**config.mk**
```make
export PLATFORM = sky130hd
export DESIGN_NAME = modem_serial_register_port
export DESIGN_NICKNAME = d
export VERILOG_FILES = /design/src/verilog/modem_serial_register_port.v /design/src/verilog/pin_sync.v /design/src/verilog/serial_edges.v
export VERILOG_INCLUDE_DIRS = /design/src /design/src/verilog
export SDC_FILE = /design/constraint.sdc
export NUM_CORES = 1
export LEC_CHECK = 0
export ABC_AREA = 1
export BUFFER_PORTS_ARGS = -buffer_cell sky130_fd_sc_hd__buf_2
export CAP_MARGIN = 10
export CORE_MARGIN = 5
export CORE_UTILIZATION = 56
export DETAILED_ROUTE_END_ITERATION = 16
export PLACE_DENSITY = 0.9
export RECOVER_POWER = 50
export SYNTH_ARGS = -nofsm -noshare
export SYNTH_HDL_FRONTEND = slang
export SYNTH_HIERARCHICAL = 1
export SYNTH_SLANG_ARGS = --single-unit
```
**constraint.sdc**
```tcl
create_clock -name mclk -period 1.9 [get_ports mclk]
set_clock_uncertainty 0.1 [all_clocks]
set_input_delay 0.38 -clock mclk [delete_from_list [all_inputs] [get_ports mclk]]
set_output_delay 0.38 -clock mclk [all_outputs]
set_load 0.02 [all_outputs]
```
**src/verilog/modem_serial_regs.vh**
```
`ifndef MODEM_SERIAL_REGS_VH
`define MODEM_SERIAL_REGS_VH

// ---------------------------------------------------------------
// register addresses, as carried in the first byte of a transaction
// ---------------------------------------------------------------
`define ADDR_SOFT_RESET 8'h01
`define ADDR_LINE_SETUP 8'hE0
`define ADDR_TONE_CONTROL 8'hE1
`define ADDR_TRANSMIT_BYTE 8'hE3
`define ADDR_MODULATION_CONTROL 8'hE7
`define ADDR_RECEIVE_BYTE 8'hEA
`define ADDR_INTERRUPT_MASK 8'hEE
`define ADDR_STATUS_FLAGS 8'hEF

// ---------------------------------------------------------------
// reset values, writable-bit masks and the read-cleared flag mask
// ---------------------------------------------------------------
`define WREG_RESET 8'h00
`define TONE_WRITABLE 8'hD1
`define MASK_WRITABLE 8'h3F
`define FLAG_READ_CLEARED 8'h2F

// ---------------------------------------------------------------
// field positions
// ---------------------------------------------------------------
`define SETUP_FSK_STANDARD 7
`define SETUP_INV_TX_OUT 6
`define SETUP_RELAY_LOW 5
`define SETUP_NORMAL_POWER 4
`define SETUP_TWO_STOP 3
`define SETUP_PARITY_EN 2
`define SETUP_PARITY_EVEN 1
`define SETUP_SEVEN_BITS 0
`define TONE_TONES_SEL 7
`define TONE_OUTPUT_ON 6
`define TONE_SINGLE 4
`define TONE_DETECT_2100 0
`define FLAG_BAD_PARITY 7
`define FLAG_RING_LEVEL 6
`define FLAG_RING_CHANGE 5
`define FLAG_RX_ENERGY 4
`define FLAG_RX_OVERFLOW 3
`define FLAG_RX_READY 2
`define FLAG_TX_UNDERFLOW 1
`define FLAG_TX_READY 0

// ---------------------------------------------------------------
// serial frame
// ---------------------------------------------------------------
`define BITS_PER_BYTE 4'h8
`define BIT_COUNT_LAST 4'h7

`endif

```
**src/verilog/modem_serial_register_port.v**
```verilog
// How it works
// - each frame: one address byte, then nothing, one write byte or one reply byte
// - command bits are sampled on rising serial clock edges
// - first reply bit driven on the last address rising edge, later bits change after falling edges, so stay steady while clock is high
// - write addresses take one byte, read addresses return one byte
// - address-only frame to soft reset clears write registers and flags 0-3 and 5, zero power
// - setup bit 4 low powers down all but serial port, ring detector and relay drive
// - clearing setup bit 4 directly leaves all other bits alone
// - interrupt pulled low when flag 0-3 or 5 set with its mask bit
// - flag 5 set on any change of ring level
// - status read clears flags 0-3 and 5 after return, releasing interrupt
// - flag 4 follows the detector level and is not cleared by reads
// - mask bit 4 holds interrupt low while signal is present
// - setup register fields control standard, outputs, power and framing
// - tone control fields, reserved bits kept at zero
// - modulation control fields drive modem receive and transmit modes
// - status flag layout; reserved mask bits 7 and 6 held zero
// - ring detector level appears as flag 6
// - new receive byte sets flag 2, and flag 3 if previous unread
`timescale 1ns/1ns
`include "modem_serial_regs.vh"

module modem_serial_register_port (
    // clock and reset
    input wire mclk,
    input wire rst,
    // serial host pins
    input wire chip_select_n,
    input wire serial_clock,
    input wire command_data,
    output reg reply_data,
    output wire reply_data_oe,
    // open-drain interrupt pin
    output wire interrupt_request_n,
    output wire interrupt_request_n_oe,
    // ring detector level, asynchronous
    input wire ring_detect,
    // modem core events and levels, mclk domain
    input wire rx_signal_present,
    input wire rx_byte_load,
    input wire [7:0] rx_byte_value,
    input wire rx_parity_bad,
    input wire tx_ready_event,
    input wire tx_underflow_event,
    // register contents toward the modem core
    output reg [7:0] line_setup,
    output reg [7:0] tone_control,
    output reg [7:0] transmit_byte,
    output reg [7:0] modulation_control,
    output reg [7:0] interrupt_enable_mask,
    output reg transmit_byte_written,
    output wire normal_power,
    output wire inverted_tx_output,
    output wire relay_pull_low,
    output wire tone_output_on
);

    // ---------------------------------------------------------------
    // transaction states
    // ---------------------------------------------------------------
    localparam ST_ADDR = 2'd0;
    localparam ST_WDATA = 2'd1;
    localparam ST_RDATA = 2'd2;
    localparam ST_SKIP = 2'd3;

    wire [3:0] pins_s;
    wire cs_n_s;
    wire sclk_s;
    wire cmd_s;
    wire ring_s;
    wire frame_active;
    wire sclk_rise;
    wire sclk_fall;

    reg [1:0] state_r;
    reg [3:0] bit_cnt_r;
    reg [6:0] shift_in_r;
    reg [7:0] addr_r;
    reg [7:0] reply_sr_r;
    reg reply_oe_r;
    reg [7:0] read_snap_r;
    reg cs_n_prev_r;
    reg [7:0] flags_r;
    reg ring_prev_r;
    reg rx_unread_r;
    reg [7:0] receive_byte_r;

    wire [7:0] byte_in;
    wire is_read_addr;
    wire frame_end;
    wire soft_reset;
    wire write_now;
    wire read_done;
    wire [7:0] status_value;
    wire [7:0] flag_set;
    wire [7:0] flag_clr;
    wire [7:0] flags_nxt;
    wire powered;
    wire irq_active;

    // ---------------------------------------------------------------
    // pin synchronisers and serial clock edges
    // ---------------------------------------------------------------
    pin_sync #(
        .WIDTH(4),
        // ring idles low, so leaving reset shows no false ring change
        .RESET_VALUE(4'h7)
    ) u_pin_sync (
        .mclk(mclk),
        .rst(rst),
        .pin_in({ring_detect, command_data, serial_clock, chip_select_n}),
        .pin_sync_out(pins_s)
    );

    assign cs_n_s = pins_s[0];
    assign sclk_s = pins_s[1];
    assign cmd_s = pins_s[2];
    assign ring_s = pins_s[3];
    assign frame_active = ~cs_n_s;

    serial_edges u_serial_edges (
        .mclk(mclk),
        .rst(rst),
        .sclk_s(sclk_s),
        .frame_active(frame_active),
        .sclk_rise(sclk_rise),
        .sclk_fall(sclk_fall)
    );

    // ---------------------------------------------------------------
    // frame decode
    // ---------------------------------------------------------------
    // assembled byte on its eighth rising edge, msb arrived first
    assign byte_in = {shift_in_r, cmd_s};
    assign is_read_addr = (byte_in == `ADDR_RECEIVE_BYTE) |
                          (byte_in == `ADDR_STATUS_FLAGS);
    assign frame_end = cs_n_s & ~cs_n_prev_r;
    // soft reset only when the frame closed right after its address byte
    assign soft_reset = frame_end & (state_r == ST_WDATA) &
                        (bit_cnt_r == 4'h0) & (addr_r == `ADDR_SOFT_RESET);
    assign write_now = sclk_rise & (state_r == ST_WDATA) &
                       (bit_cnt_r == `BIT_COUNT_LAST);
    assign read_done = sclk_fall & (state_r == ST_RDATA) &
                       (bit_cnt_r == `BITS_PER_BYTE) & ~cs_n_s;

    // ---------------------------------------------------------------
    // serial transaction engine
    // ---------------------------------------------------------------
    // a frame that ends early simply restarts at the address byte
    always @(posedge mclk) begin
        if (rst) begin
            state_r <= ST_ADDR;
            bit_cnt_r <= 4'h0;
            shift_in_r <= 7'h00;
            addr_r <= 8'h00;
            reply_sr_r <= 8'h00;
            reply_oe_r <= 1'b0;
            reply_data <= 1'b0;
            read_snap_r <= 8'h00;
            cs_n_prev_r <= 1'b1;
        end else begin
            cs_n_prev_r <= cs_n_s;
            if (cs_n_s) begin
                state_r <= ST_ADDR;
                bit_cnt_r <= 4'h0;
                reply_oe_r <= 1'b0;
            end else begin
                case (state_r)
                    ST_ADDR: begin
                        if (sclk_rise) begin
                            shift_in_r <= byte_in[6:0];
                            if (bit_cnt_r == `BIT_COUNT_LAST) begin
                                addr_r <= byte_in;
                                bit_cnt_r <= 4'h0;
                                if (is_read_addr) begin
                                    // first reply bit shown at once, ready for next high
                                    state_r <= ST_RDATA;
                                    reply_oe_r <= 1'b1;
                                    if (byte_in == `ADDR_STATUS_FLAGS) begin
                                        reply_data <= status_value[7];
                                        reply_sr_r <= {status_value[6:0], 1'b0};
                                        read_snap_r <= status_value;
                                    end else begin
                                        reply_data <= receive_byte_r[7];
                                        reply_sr_r <= {receive_byte_r[6:0], 1'b0};
                                        read_snap_r <= 8'h00;
                                    end
                                end else begin
                                    state_r <= ST_WDATA;
                                end
                            end else begin
                                bit_cnt_r <= bit_cnt_r + 4'h1;
                            end
                        end
                    end
                    ST_WDATA: begin
                        if (sclk_rise) begin
                            shift_in_r <= byte_in[6:0];
                            if (bit_cnt_r == `BIT_COUNT_LAST) begin
                                state_r <= ST_SKIP;
                                bit_cnt_r <= 4'h0;
                            end else begin
                                bit_cnt_r <= bit_cnt_r + 4'h1;
                            end
                        end
                    end
                    ST_RDATA: begin
                        if (sclk_rise && bit_cnt_r != `BITS_PER_BYTE) begin
                            bit_cnt_r <= bit_cnt_r + 4'h1;
                        end
                        // change only on falls so the bit is steady through the high phase
                        if (sclk_fall && bit_cnt_r != 4'h0) begin
                            if (bit_cnt_r == `BITS_PER_BYTE) begin
                                state_r <= ST_SKIP;
                                reply_oe_r <= 1'b0;
                            end else begin
                                reply_data <= reply_sr_r[7];
                                reply_sr_r <= {reply_sr_r[6:0], 1'b0};
                            end
                        end
                    end
                    ST_SKIP: begin
                        // extra clocks in the frame are ignored
                        bit_cnt_r <= 4'h0;
                    end
                    default: begin
                        state_r <= ST_ADDR;
                    end
                endcase
            end
        end
    end

    assign reply_data_oe = reply_oe_r;

    // ---------------------------------------------------------------
    // write registers
    // ---------------------------------------------------------------
    // only write addresses reach here, so reads leave these untouched
    always @(posedge mclk) begin
        if (rst || soft_reset) begin
            line_setup <= `WREG_RESET;
            tone_control <= `WREG_RESET;
            transmit_byte <= `WREG_RESET;
            modulation_control <= `WREG_RESET;
            interrupt_enable_mask <= `WREG_RESET;
            transmit_byte_written <= 1'b0;
        end else begin
            transmit_byte_written <= 1'b0;
            if (write_now) begin
                case (addr_r)
                    `ADDR_LINE_SETUP: line_setup <= byte_in;
                    `ADDR_TONE_CONTROL: tone_control <= byte_in & `TONE_WRITABLE;
                    `ADDR_TRANSMIT_BYTE: begin
                        transmit_byte <= byte_in;
                        transmit_byte_written <= 1'b1;
                    end
                    `ADDR_MODULATION_CONTROL: modulation_control <= byte_in;
                    `ADDR_INTERRUPT_MASK: begin
                        interrupt_enable_mask <= byte_in & `MASK_WRITABLE;
                    end
                    default: begin
                        // unknown address: nothing stored
                        transmit_byte <= transmit_byte;
                    end
                endcase
            end
        end
    end

    // ---------------------------------------------------------------
    // setup fields toward the core
    // ---------------------------------------------------------------
    assign normal_power = line_setup[`SETUP_NORMAL_POWER];
    assign inverted_tx_output = line_setup[`SETUP_INV_TX_OUT] & powered;
    assign relay_pull_low = line_setup[`SETUP_RELAY_LOW];
    // transmitter stays quiet in zero power whatever the tone bit says
    assign tone_output_on = tone_control[`TONE_OUTPUT_ON] & powered;
    assign powered = normal_power;

    // ---------------------------------------------------------------
    // receive byte holding register
    // ---------------------------------------------------------------
    always @(posedge mclk) begin
        if (rst) begin
            receive_byte_r <= 8'h00;
            rx_unread_r <= 1'b0;
        end else begin
            if (rx_byte_load && powered) begin
                receive_byte_r <= rx_byte_value;
                rx_unread_r <= 1'b1; // set wins over a read finishing now
            end else if (read_done && addr_r == `ADDR_RECEIVE_BYTE) begin
                rx_unread_r <= 1'b0;
            end
        end
    end

    // ---------------------------------------------------------------
    // status flags
    // ---------------------------------------------------------------
    // core events are gated in zero power because those blocks are off
    assign flag_set[`FLAG_TX_READY] = tx_ready_event & powered;
    assign flag_set[`FLAG_TX_UNDERFLOW] = tx_underflow_event & powered;
    assign flag_set[`FLAG_RX_READY] = rx_byte_load & powered;
    assign flag_set[`FLAG_RX_OVERFLOW] = rx_byte_load & powered & rx_unread_r;
    assign flag_set[`FLAG_RX_ENERGY] = 1'b0;
    assign flag_set[`FLAG_RING_CHANGE] = ring_s ^ ring_prev_r;
    assign flag_set[`FLAG_RING_LEVEL] = 1'b0;
    assign flag_set[`FLAG_BAD_PARITY] = 1'b0;

    // a read clears only what it returned, so later events survive
    assign flag_clr = (soft_reset ? `FLAG_READ_CLEARED : 8'h00) |
                      ((read_done && addr_r == `ADDR_STATUS_FLAGS) ?
                       (read_snap_r & `FLAG_READ_CLEARED) : 8'h00);
    assign flags_nxt = (flags_r & ~flag_clr) | flag_set;

    always @(posedge mclk) begin
        if (rst) begin
            flags_r <= 8'h00;
            ring_prev_r <= 1'b0;
        end else begin
            ring_prev_r <= ring_s;
            flags_r <= flags_nxt & `FLAG_READ_CLEARED;
            // parity flag tracks each new byte, reads leave it alone
            if (rx_byte_load && powered) begin
                flags_r[`FLAG_BAD_PARITY] <= rx_parity_bad &
                                             line_setup[`SETUP_PARITY_EN];
            end else begin
                flags_r[`FLAG_BAD_PARITY] <= flags_r[`FLAG_BAD_PARITY];
            end
        end
    end

    // live levels merged into the readable value
    assign status_value = {flags_r[`FLAG_BAD_PARITY], ring_s,
                           flags_r[`FLAG_RING_CHANGE],
                           rx_signal_present & powered,
                           flags_r[3:0]};

    // ---------------------------------------------------------------
    // interrupt request
    // ---------------------------------------------------------------
    assign irq_active = |(flags_r & interrupt_enable_mask & `FLAG_READ_CLEARED) |
                        (interrupt_enable_mask[`FLAG_RX_ENERGY] &
                         status_value[`FLAG_RX_ENERGY]);
    assign interrupt_request_n = 1'b0;
    assign interrupt_request_n_oe = irq_active;

endmodule // modem_serial_register_port

```
**src/verilog/pin_sync.v**
```verilog
`timescale 1ns/1ns

// two-flop synchroniser for pins from outside the mclk domain
module pin_sync #(
    parameter WIDTH = 4,
    // level held in reset, matching each pin's idle level
    parameter [WIDTH-1:0] RESET_VALUE = {WIDTH{1'b1}}
) (
    // clock and reset
    input wire mclk,
    input wire rst,
    // asynchronous pins and their synchronised copies
    input wire [WIDTH-1:0] pin_in,
    output wire [WIDTH-1:0] pin_sync_out
);

    reg [WIDTH-1:0] meta_r;
    reg [WIDTH-1:0] stable_r;

    // the first stage feeds only the second stage
    genvar i;
    generate
        for (i = 0; i < WIDTH; i = i + 1) begin : g_bit
            always @(posedge mclk) begin
                if (rst) begin
                    meta_r[i] <= RESET_VALUE[i];
                    stable_r[i] <= RESET_VALUE[i];
                end else begin
                    meta_r[i] <= pin_in[i];
                    stable_r[i] <= meta_r[i];
                end
            end
        end
    endgenerate

    assign pin_sync_out = stable_r;

endmodule // pin_sync

```
**src/verilog/serial_edges.v**
```verilog
`timescale 1ns/1ns

// finds edges of the synchronised serial clock inside a frame
module serial_edges (
    // clock and reset
    input wire mclk,
    input wire rst,
    // synchronised serial clock and frame level
    input wire sclk_s,
    input wire frame_active,
    // one-cycle edge pulses
    output wire sclk_rise,
    output wire sclk_fall
);

    reg sclk_prev_r;

    // history tracked always so a frame opening with clock high sees no edge
    always @(posedge mclk) begin
        if (rst) begin
            sclk_prev_r <= 1'b1;
        end else begin
            sclk_prev_r <= sclk_s;
        end
    end

    assign sclk_rise = frame_active & sclk_s & ~sclk_prev_r;
    assign sclk_fall = frame_active & ~sclk_s & sclk_prev_r;

endmodule // serial_edges
```
==> results.md, run 1 <==
* Status: finished, final reports clean
* Reg clk slew, reported paths at 0.09 ns
* HP Class: input port to flop
* Core Util, Final at 65.8%
* Number of global-route vias before repair at 3961
* Distinct cells, synth at 38
* WP data required at 2.08 ns
* Root Buffer: clkbuf_8
* Die area at 0.00970 mm2
* Post-DP HPWL at 7950 um
* Async SR Flop Fraction at 0%
* Power share of the sequential group at 60.7%
* Max_cap viols at 0
* Largest net degree at the start of global routing at 36
* Switching share of total power at about a quarter
* Met1 usage at 28.0%
* Initial antenna violation count at 0
* Met2 Use GR at between 30% and 40%
* Clock share of power at 36.2%
* Final WL at 11300 um
* Mean Syn Cell Area at 7.33 um2
* Via Count at 4269
* Switching pwr at 0.807 mW
* Post-Synthesis Cells at 598
* CTS tree: done
* Pint at 2.53 mW
* Crit path arrival time at 2.04 ns
* Final period util at 98.0%
* Die H at 98.5 um
* # rows at 32
* Die W at 98.5 um
* Layout cell share with drive strength beyond 1 at about 16%
* YS warnings at 6
* Global route hottest layer: met2
* I/O Pins at 68
* Synthesized area at 0.00438 mm2
* NumNets Final at 700
* Initial drt markers at 311
* Lkg Pwr at roughly 2.2 nW
* Clk buf depth at 2
* Worst skew pair latency at approximately 0.38 ns
* Final ANT Viol Nets at 0
* Startpoint types: flop
* DR WL/cell at between 10 and 15 um
* Most frequent cells in the layout: nand2_1 (156), dfxtp_1 (92), a21oi_1 (62), nor2_1 (59), inv_1 (53)
* Slew Limit Fails at 0
* Comb power frac at around 3.1%
* Power per cell area at 660 mW/mm2
* Slew @ Worst Pin at 0.665 ns
* Final worst slack at 0.0382 ns
* DR vias/cell at around 5.5
* Normalized max-slew margin at between 50% and 60%
* Synth Register Bits at 96
* Placer Congestion at 0.919
* Clock sink count at 96
* Setup Slack @ Placement at -0.00940 ns
* Crit path max fanout at 5
* Critical path class: flop to flop
* Residual DRC at 0
* Core area at 0.00769 mm2
* Drt pass-1 iters at 5
* # setup viols final at 0
* Commonest non-fill, non-tap cell in the layout: nand2_1
* First-pass GRT wire length at between 15000 and 20000 um
* Post-synth EDFFs at 0
* Main synth FF type: dfxtp_1
* Worst ir drop on vdd at roughly 0.00037 V
* Hold_buf cts at 0
* Area growth syn-to-layout at 15.4%
* Clock buffer count from CTS at 9
* Fmax at ~0.54 GHz
* Grt ovf at 0
* Final Hold Vio Count at 0
* Tmin final at 1.86 ns
* Port buffer count at 60
* GRT Overall Usage at 22.4%
* Initial Util at 57.0%
* Sequential area share after synthesis at 43.8%
* Met3 usage at 4.46%
* Htree depth at 3
* CP Capture Type: flop
* Antenna Cells at 0
==> cells in the mapped netlist, drive strengths merged (3+ instances only) <==
master / number / share of area, %
a21boi: 5 / 0.86
a21oi: 62 / 7.1
buf: 24 / 4.1
clkbuf: 6 / 0.54
clkinv: 3 / 0.29
dfxtp: 96 / 44
ha: 7 / 2.0
inv: 60 / 5.1
nand2: 167 / 15
nand3: 31 / 3.9
nand4: 18 / 2.7
nor2: 69 / 7.2
nor3: 9 / 1.5
nor3b: 4 / 0.91
o21ai: 30 / 3.4
==> per-layer routing <==
| metal | routed length [um] | part of all wire (%) | vias up |
|---|---|---|---|
| met5 | 0 | 0 | - |
| met4 | 280 | 2.5 | 0 |
| met3 | 1020 | 9.1 | 30 |
| met2 | 5470 | 49 | 219 |
| met1 | 4480 | 40 | 1966 |
| li1 | - | - | 2054 |
==> final timing paths <==
check / cells after the start / from / endpoint / slack (ns)
max: 9 / state_r[0] / bit_cnt_r[0] / 0.04
min reg2reg: 2 / u_pin_sync/meta_r[3] / u_pin_sync/pin_sync_out[3] / 0.31
max reg2reg: 9 / state_r[0] / bit_cnt_r[0] / 0.04
min: 3 / chip_select_n / u_pin_sync/meta_r[0] / 0.08
==> sequential cells by signal, indices dropped and copies added (netlist names) <==
name	flops
reply_data_oe	1
interrupt_enable_mask	6
ring_prev_r	1
rx_unread_r	1
shift_in_r	7
reply_data	1
state_r	2
u_pin_sync/meta_r	4
transmit_byte	8
addr_r	8
reply_sr_r	7
u_pin_sync/pin_sync_out	4
cs_n_prev_r	1
read_snap_r	5
line_setup	8
tone_control	4
bit_cnt_r	4
transmit_byte_written	1
flags_r	6
modulation_control	8
receive_byte_r	8
u_serial_edges/sclk_prev_r	1
==> stage by stage <==
| stage | hold slack, ns | instances | power [mW] | TNS [ns] | area, um2 |
|---|---|---|---|---|---|
| 2_1_floorplan | 0.287 | 604 | 2.15 | 0 | 4410 |
| 3_3_place_gp | 0.293 | 761 | 2.18 | 0 | 4860 |
| 3_5_place_dp | 0.294 | 761 | 2.18 | -0.00940 | 4860 |
| 4_1_cts | 0.0814 | 776 | 3.34 | 0 | 5030 |
| 5_1_grt | 0.0906 | 780 | 3.44 | -0.373 | 5060 |
| 6_report | 0.0814 | 780 | 3.34 | 0 | 5060 |
==> critical path, cell delays in order, from the launching register on <==
cell and delay (ns):
dfxtp_2 0.37, inv_1 0.08, ha_1 0.29, inv_2 0.09, nand2_1 0.08, o21ai_1 0.23, nand2_2 0.15, o21ai_2 0.19
o21bai_1 0.13, inv_1 0.05
==> what timing repair did <==
action	CTS	global route
resized for setup	1	16
buffers inserted	0	3
pin swaps	0	4
setup endpoints to repair	2	54
cloned	0	1
==> area by class of cell <==
| type | count | area (um2) |
|---|---|---|
| fill | 637 | 2630 |
| clock inverter | 6 | 45.0 |
| clock buffer | 9 | 124 |
| timing repair buffer | 88 | 494 |
| sequential | 96 | 1930 |
| inverter | 63 | 243 |
| multi-input combinational | 416 | 2090 |
| tap | 102 | 128 |
==> cell families after synthesis <==
logic type / after synthesis / share of synthesized area [%]
flip-flops: 96 / 43.8
AO/OA/AOI/OAI: 100 / 11.9
AND/OR/NAND/NOR: 300 / 31.9
XOR/XNOR: 1 / 0.200
adder cells (fa/ha/maj): 7 / 2.00
other: 1 / 0.0855
buffers and inverters: 93 / 10.0
==> power groups by stage <==
| stage | clock network, mW | logic (mW) | registers [mW] |
|---|---|---|---|
| 2_1_floorplan | 0 | 0.0778 | 2.07 |
| 3_3_place_gp | 0 | 0.101 | 2.08 |
| 3_5_place_dp | 0 | 0.104 | 2.08 |
| 4_1_cts | 1.21 | 0.104 | 2.03 |
| 5_1_grt | 1.30 | 0.116 | 2.03 |
| 6_report | 1.21 | 0.104 | 2.03 |
Power figures use the tool's default switching activity.
==> inputs of run 2 (changes only) <==
- ABC_AREA: 1 -> default
- SYNTH_HIERARCHICAL: 1 -> default
==> results.md, run 2 <==
* Post-synth EDFFs at 0
* Synth area leader: dfxtp_1
* Worst r2r path cells at 8
* Area growth syn-to-layout at 27.0%
* CTS tree: done
* Hold Path Sink: u_pin_sync.meta_r[0]
* Async SR Flop Fraction at 0%
* Placed instance area at approximately 0.0047 mm2
* Status: finished, final reports clean
* Largest net degree at the start of global routing at 33
* Antenna Cells at 0
* Worst ir drop on vdd at roughly 0.00057 V
* Mean Syn Cell Area at 9.54 um2
* Clk buf depth at 2
* Worst skew pair latency at 0.38 ns
* Synthesized area at 0.00412 mm2
* Area share of the largest cell type after synthesis at a little under half
* Commonest non-fill, non-tap cell in the layout: dfxtp_1
* Root Buffer: clkbuf_8
* Most frequent cells in the layout: dfxtp_1 (87), buf_2 (59), nor2_1 (58), mux2i_1 (53), nand2_1 (40)
* Htree depth at 3
* Final ANT Viol Nets at 0
* Grt ovf at 0
* Final WL at between 10000 and 15000 um
* Count leader, synth: dfxtp_1
* Post-Synthesis Cells at 432
* Reg-to-reg slack, setup at 0.05 ns
* Synth Register Bits at 96
* GRT Overall Usage at 23.8%
* Residual DRC at 0
* Min Hold Slack at 0.0883 ns
* First-pass GRT wire length at 16900 um
* Sequential area share after synthesis at 46.6%
* Storage cell area at approximately 0.0019 mm2
* Crit path max fanout at 8
* CP Capture Type: flop
* Die H at 95.8 um
* Main synth FF type: dfxtp_1
* Via Count at 3538
* Fmax at 0.541 GHz
* # setup viols final at 0
* Normalized max-slew margin at 60.2%
* Hold Path Cell Cnt at 2
* Core area at 0.00721 mm2
* YS warnings at 0
* Final Hold Vio Count at 0
* Placer Congestion at 0.869
* Clock sink count at 96
* Clock buffer count from CTS at 9
* Lkg Pwr at between 2 and 2.5 nW
* NumNets Final at 549
* Critical path class: flop to flop
* Worst R2R End: line_setup[3]
* Slew @ Worst Pin at a little under 0.6 ns
* Reg clk slew, reported paths at ~0.10 ns
* Setup tns final at 0 ns
* Critical R2R Launch: state_r[1]
* Post-route cell area at between 0.005 and 0.006 mm2
* # fillers at 465
* WP data required at between 2 and 2.5 ns
* Final period util at between 90% and 100%
* I/O Pins at between 60 and 70
* Pint at 2.56 mW
* Number of global-route vias before repair at 3485
* Startpoint types: flop
* Comb power frac at 3.0%
* Die area at 0.00918 mm2
* Switching pwr at 0.857 mW
* Crit path arrival time at 2.02 ns
* Slew Limit Fails at 0
* Die W at 95.8 um
* Initial Util at 57.1%
* Drt pass-1 iters at 5
* Distinct cells, synth at 62
* Commonest cells in the synthesized netlist: dfxtp_1 (96), nor2_1 (59), mux2i_1 (58), nand2_1 (41), a21oi_1 (22)
* Initial antenna violation count at 0
* Main area contributors after synthesis: dfxtp_1 (47%), mux2i_1 (14%), nor2_1 (5.4%), nand2_1 (3.7%), a21oi_1 (2.7%)
* # rows at 31
* Power share of the sequential group at 59.5%
* DR WL/cell at around 17 um
* Worst hold start: chip_select_n
* HP Class: input port to flop
* Max_cap viols at 0
* Layout cell share with drive strength beyond 1 at 35.0%
* Clock share of power at 37.5%
* RSZ-0062 raised after global routing: yes
* Power per cell area at 652 mW/mm2
* Tmin final at 1.85 ns
* DR vias/cell at 5.63
* Initial drt markers at 257
* Post-DP HPWL at 7190 um
* Switching share of total power at 25.1%
* Port buffer count at 60
* Multi-input logic area at around 0.0022 mm2
[run 2: logic make-up (layout without fill, tap and decap cells)]
group | Yosys count | after routing | share of synthesized area, %
AOI/OAI and AO/OA | 51 | 51 | 8.38
xor gates and xnor gates | 4 | 4 | 0.850
adders and majority gates | 6 | 6 | 1.82
buffers and inverters | 47 | 138 | 5.56
DFF | 96 | 96 | 46.6
muxes | 64 | 64 | 15.7
other | 1 | 7 | 0.0910
and+or+nand+nor | 163 | 163 | 20.9
[run 2: worst max path at each step]
| stage | startpoint | endpoint | slack [ns] |
|---|---|---|---|
| finish | state_r[1] | line_setup[3] | 0.05 |
| global route | state_r[1] | line_setup[3] | -0.07 |
| detailed placement | state_r[1] | flags_r[1] | -0.05 |
| CTS | bit_cnt_r[0] | line_setup[3] | -0.03 |
| floorplan | state_r[0] | bit_cnt_r[3] | 0.007 |
| global placement | bit_cnt_r[0] | reply_sr_r[1] | 0.004 |
[run 2: cell type report]
class | count | share of cell area, %
multi-input combinational | 295 | 41.6
sequential | 96 | 37.0
timing repair buffer | 106 | 14.2
clock buffer | 9 | 2.37
tap | 99 | 2.37
clock inverter | 7 | 1.24
inverter | 16 | 1.19
[run 2: per-stage QoR]
step / cells / utilization, % / setup slack, ns / power (mW)
after floorplan: 438 / - / 0.00741 / 2.15
after global placement: 603 / 65.8 / 0.00433 / 2.17
after detailed placement: 603 / 65.8 / -0.0535 / 2.18
after CTS: 620 / 69.2 / -0.0313 / 3.42
after global routing: 628 / 72.6 / -0.0654 / 3.52
final: 628 / 72.6 / 0.0505 / 3.42
[run 2: layer usage]
| layer | global-route usage (%) | vias up | part of all wire, % |
|---|---|---|---|
| met1 | 28.3 | 1700 | 39 |
| li1 | - | 1652 | - |
| met2 | 40.7 | 156 | 51 |
| met5 | 0 | - | 0 |
| met3 | 7.43 | 30 | 6.7 |
| met4 | 7.82 | 0 | 3.0 |
[run 2: timing repair]
item | CTS | global route
buffers inserted | 1 | 7
gates resized for setup | 13 | 42
pin swaps | 5 | 15
setup endpoints to repair | 32 | 60
cloned | 0 | 1
hold buffers | 0 | 0
[run 2: critical path, stage by stage, from the launching register on]
cell     delay, ns
dfxtp_4       0.38
inv_4         0.06
ha_4          0.14
nor4b_4       0.28
nand2_2       0.11
nor3_4        0.22
buf_12        0.17
mux2i_4       0.23
nor2_1        0.05
[run 2: power groups by stage]
stage          Sequential (mW)  Clock (mW)  Combinational (mW)
3_5_place_dp              2.08           0              0.0986
5_1_grt                   2.03        1.38               0.112
4_1_cts                   2.03        1.29              0.0995
2_1_floorplan             2.07           0              0.0711
3_3_place_gp              2.08           0              0.0967
6_report                  2.03        1.28               0.102
==> inputs of run 3 (changes only) <==
- ABC_AREA: default -> 1
- MAX_ROUTING_LAYER: default -> met4
==> results.md, run 3 <==
* Final ANT Viol Nets at 0
* Post-Synthesis Cells at 570
* Grt ovf at 0
* Worst skew pair latency at between 0.3 and 0.4 ns
* Htree depth at 3
* Clk buf depth at 2
* CP Cell Sequence: buf_4 -> ha_1 -> or2_2 -> nand2_2 -> inv_1 -> o21ai_0 -> a21oi_1
* HP Class: input port to flop
* Setup tns final at 0 ns
* Worst hold start: chip_select_n
* Synthesized area at 0.00418 mm2
* Multi-input logic area at 0.00197 mm2
* Residual DRC at 0
* WP data required at 2.05 ns
* Switching pwr at approximately 0.78 mW
* Clock buffer count from CTS at 9
* Final worst slack at 0.115 ns
* Critical path class: flop to flop
* Tmin final at between 1.5 and 2 ns
* Reg-to-reg slack, setup at about 0.11 ns
* Comb power frac at under 10%
* Crit path max fanout at 8
* Async SR Flop Fraction at 0%
* Synth area leader: dfxtp_1
* Startpoint types: flop
* Antenna Cells at 0
* Main synth FF type: dfxtp_1
* Layout Cells excl Fill at between 700 and 800
* Post-synth EDFFs at 0
* Number of global-route vias before repair at 3496
* Die area at 0.00929 mm2
* Final WL at 9700 um
* # setup viols final at 0
* Clock share of power at between 30% and 40%
* Distinct cells, synth at 33
* Crit path arrival time at 1.94 ns
* Worst ir drop on vdd at 0.000574 V
* Normalized max-slew margin at 53.0%
* CTS tree: done
* Core area at slightly above 0.007 mm2
* Hold Path Sink: u_pin_sync.meta_r[0]
* Commonest cells in the synthesized netlist: nand2_1 (101), nor2_1 (98), dfxtp_1 (96), o21ai_0 (52), a21oi_1 (48)
* Slew @ Worst Pin at 0.705 ns
* CP Capture Type: flop
* Buf/Inv on CP at 2
* NumNets Final at 671
* Die H at 96.4 um
* Pint at 2.71 mW
* Slew Limit Fails at 0
* Mean Syn Cell Area at between 7 and 8 um2
* Area share of the largest cell type after synthesis at 46.0%
* Setup Slack @ Placement at 0.0592 ns
* Largest net degree at the start of global routing at 34
* Root Buffer: clkbuf_8
* YS warnings at 0
* Fmax at roughly 0.56 GHz
* Layout cell share with drive strength beyond 1 at 16.5%
* Post-DP HPWL at roughly 7200 um
* Slowest CP cell: or2_2
* Port buffer count at 60
* Worst r2r path cells at 7
* # rows at 31
* First-pass GRT wire length at roughly 16000 um
* Storage cell area at 0.00193 mm2
* WP depth at 7
* Max_cap viols at 0
* Commonest non-fill, non-tap cell in the layout: nand2_1
* Synth Register Bits at 96
* Lkg Pwr at 2.13 nW
* Min Hold Slack at 0.102 ns
* I/O Pins at ~70
* Via Count at about 3900
* Worst R2R End: shift_in_r[0]
* Initial drt markers at around 330
* DR WL/cell at 12.9 um
* Area growth syn-to-layout at 16.0%
* Critical R2R Launch: state_r[0]
* # fillers at 613
* Initial Util at 57.6%
* Hold Path Cell Cnt at 2
* Sequential area share after synthesis at 46.0%
* Crit-path max cell delay at 0.36 ns
* Clock sink count at 96
* Dpl cells at 729
* Final period util at 94.0%
* Switching share of total power at between 20% and 30%
* Final Hold Vio Count at 0
* Power per cell area at 721 mW/mm2
* Count leader, synth: nand2_1
* Main area contributors after synthesis: dfxtp_1 (46%), nand2_1 (9.1%), nor2_1 (8.8%), o21ai_0 (6.2%), a21oi_1 (5.8%)
* Die W at 96.4 um
* Power share of the sequential group at 58.1%
* Status: finished, final reports clean
* Hold_buf cts at 0
* Placer Congestion at approximately 0.88
* Critical path's top delay family: simple AND/OR/NAND/NOR gates
* Drt pass-1 iters at 5
* Most frequent cells in the layout: nand2_1 (99), nor2_1 (98), dfxtp_1 (93), o21ai_0 (52), a21oi_1 (48)
* GRT Overall Usage at 22.3%
* Initial antenna violation count at 0
* DR vias/cell at 5.21
* Reg clk slew, reported paths at 0.09 ns
[run 3: cell types whose count changed after synthesis, moves of 5 or more]
cell	delta
nor2_1	+39
mux2_2	-5
nor2b_1	-8
a21oi_1	+26
o21ai_1	+7
o21ai_0	+44
inv_1	+32
nand2_1	+60
nand3_1	+28
nand2_2	+11
mux2i_1	-58
[run 3: worst max-delay path by stage]
stage	from	to	slack, ns
floorplan	state_r[0]	bit_cnt_r[3]	0.22
CTS	state_r[1]	bit_cnt_r[3]	0.04
global route	bit_cnt_r[1]	reply_data	-0.008
global placement	state_r[1]	bit_cnt_r[3]	0.14
detailed placement	state_r[1]	bit_cnt_r[3]	0.06
finish	state_r[0]	shift_in_r[0]	0.11
[run 3: power by group through the flow]
stage	registers (mW)	clock network, mW	logic [mW]
floorplan	2.08	0	0.0796
global placement	2.08	0	0.102
detailed placement	2.08	0	0.104
CTS	2.03	1.38	0.105
global route	2.03	1.48	0.118
finish	2.03	1.36	0.105
[run 3: kinds of logic (layout without fill, tap and decap cells)]
| kind of cell | Yosys count | in the layout | share of synthesized area [%] |
|---|---|---|---|
| simple gates | 278 | 279 | 30.0 |
| fa+ha+maj | 6 | 6 | 1.80 |
| compound gates | 109 | 109 | 13.2 |
| buf+inv | 78 | 151 | 8.51 |
| xor+xnor | 2 | 2 | 0.419 |
| other cells | 1 | 7 | 0.0898 |
| flops | 96 | 96 | 46.0 |
[run 3: cell type report]
cell class	instances	share of cell area, %
clock buffers	10	2.84
flip-flops and latches	96	39.7
inverters	54	4.29
clock inverters	5	1.32
well taps	99	2.56
repair buffers	82	8.57
multi-input cells	403	40.7
[run 3: per-stage QoR]
| stage | total power [mW] | util, % | instance area [um2] |
|---|---|---|---|
| final | 3.49 | 66.8 | 4840 |
| after global routing | 3.63 | 66.8 | 4840 |
| after CTS | 3.51 | 66.4 | 4810 |
| after detailed placement | 2.18 | 63.6 | 4610 |
| after global placement | 2.18 | 63.6 | 4610 |
| after floorplan | 2.16 | - | 4200 |
[run 3: timing repair]
action                                  in CTS  in global routing
endpoints found under the setup margin       0                 32
buffers inserted                             0                  4
gates resized for setup                      0                 15
[run 3: per-layer routing]
metal	GRT usage (%)	vias up	part of all wire, %
met3	3.56	22	7.5
met5	-	-	0
met1	28.2	1775	43
met4	10.2	0	2.1
met2	35.2	139	48
li1	-	1970	-
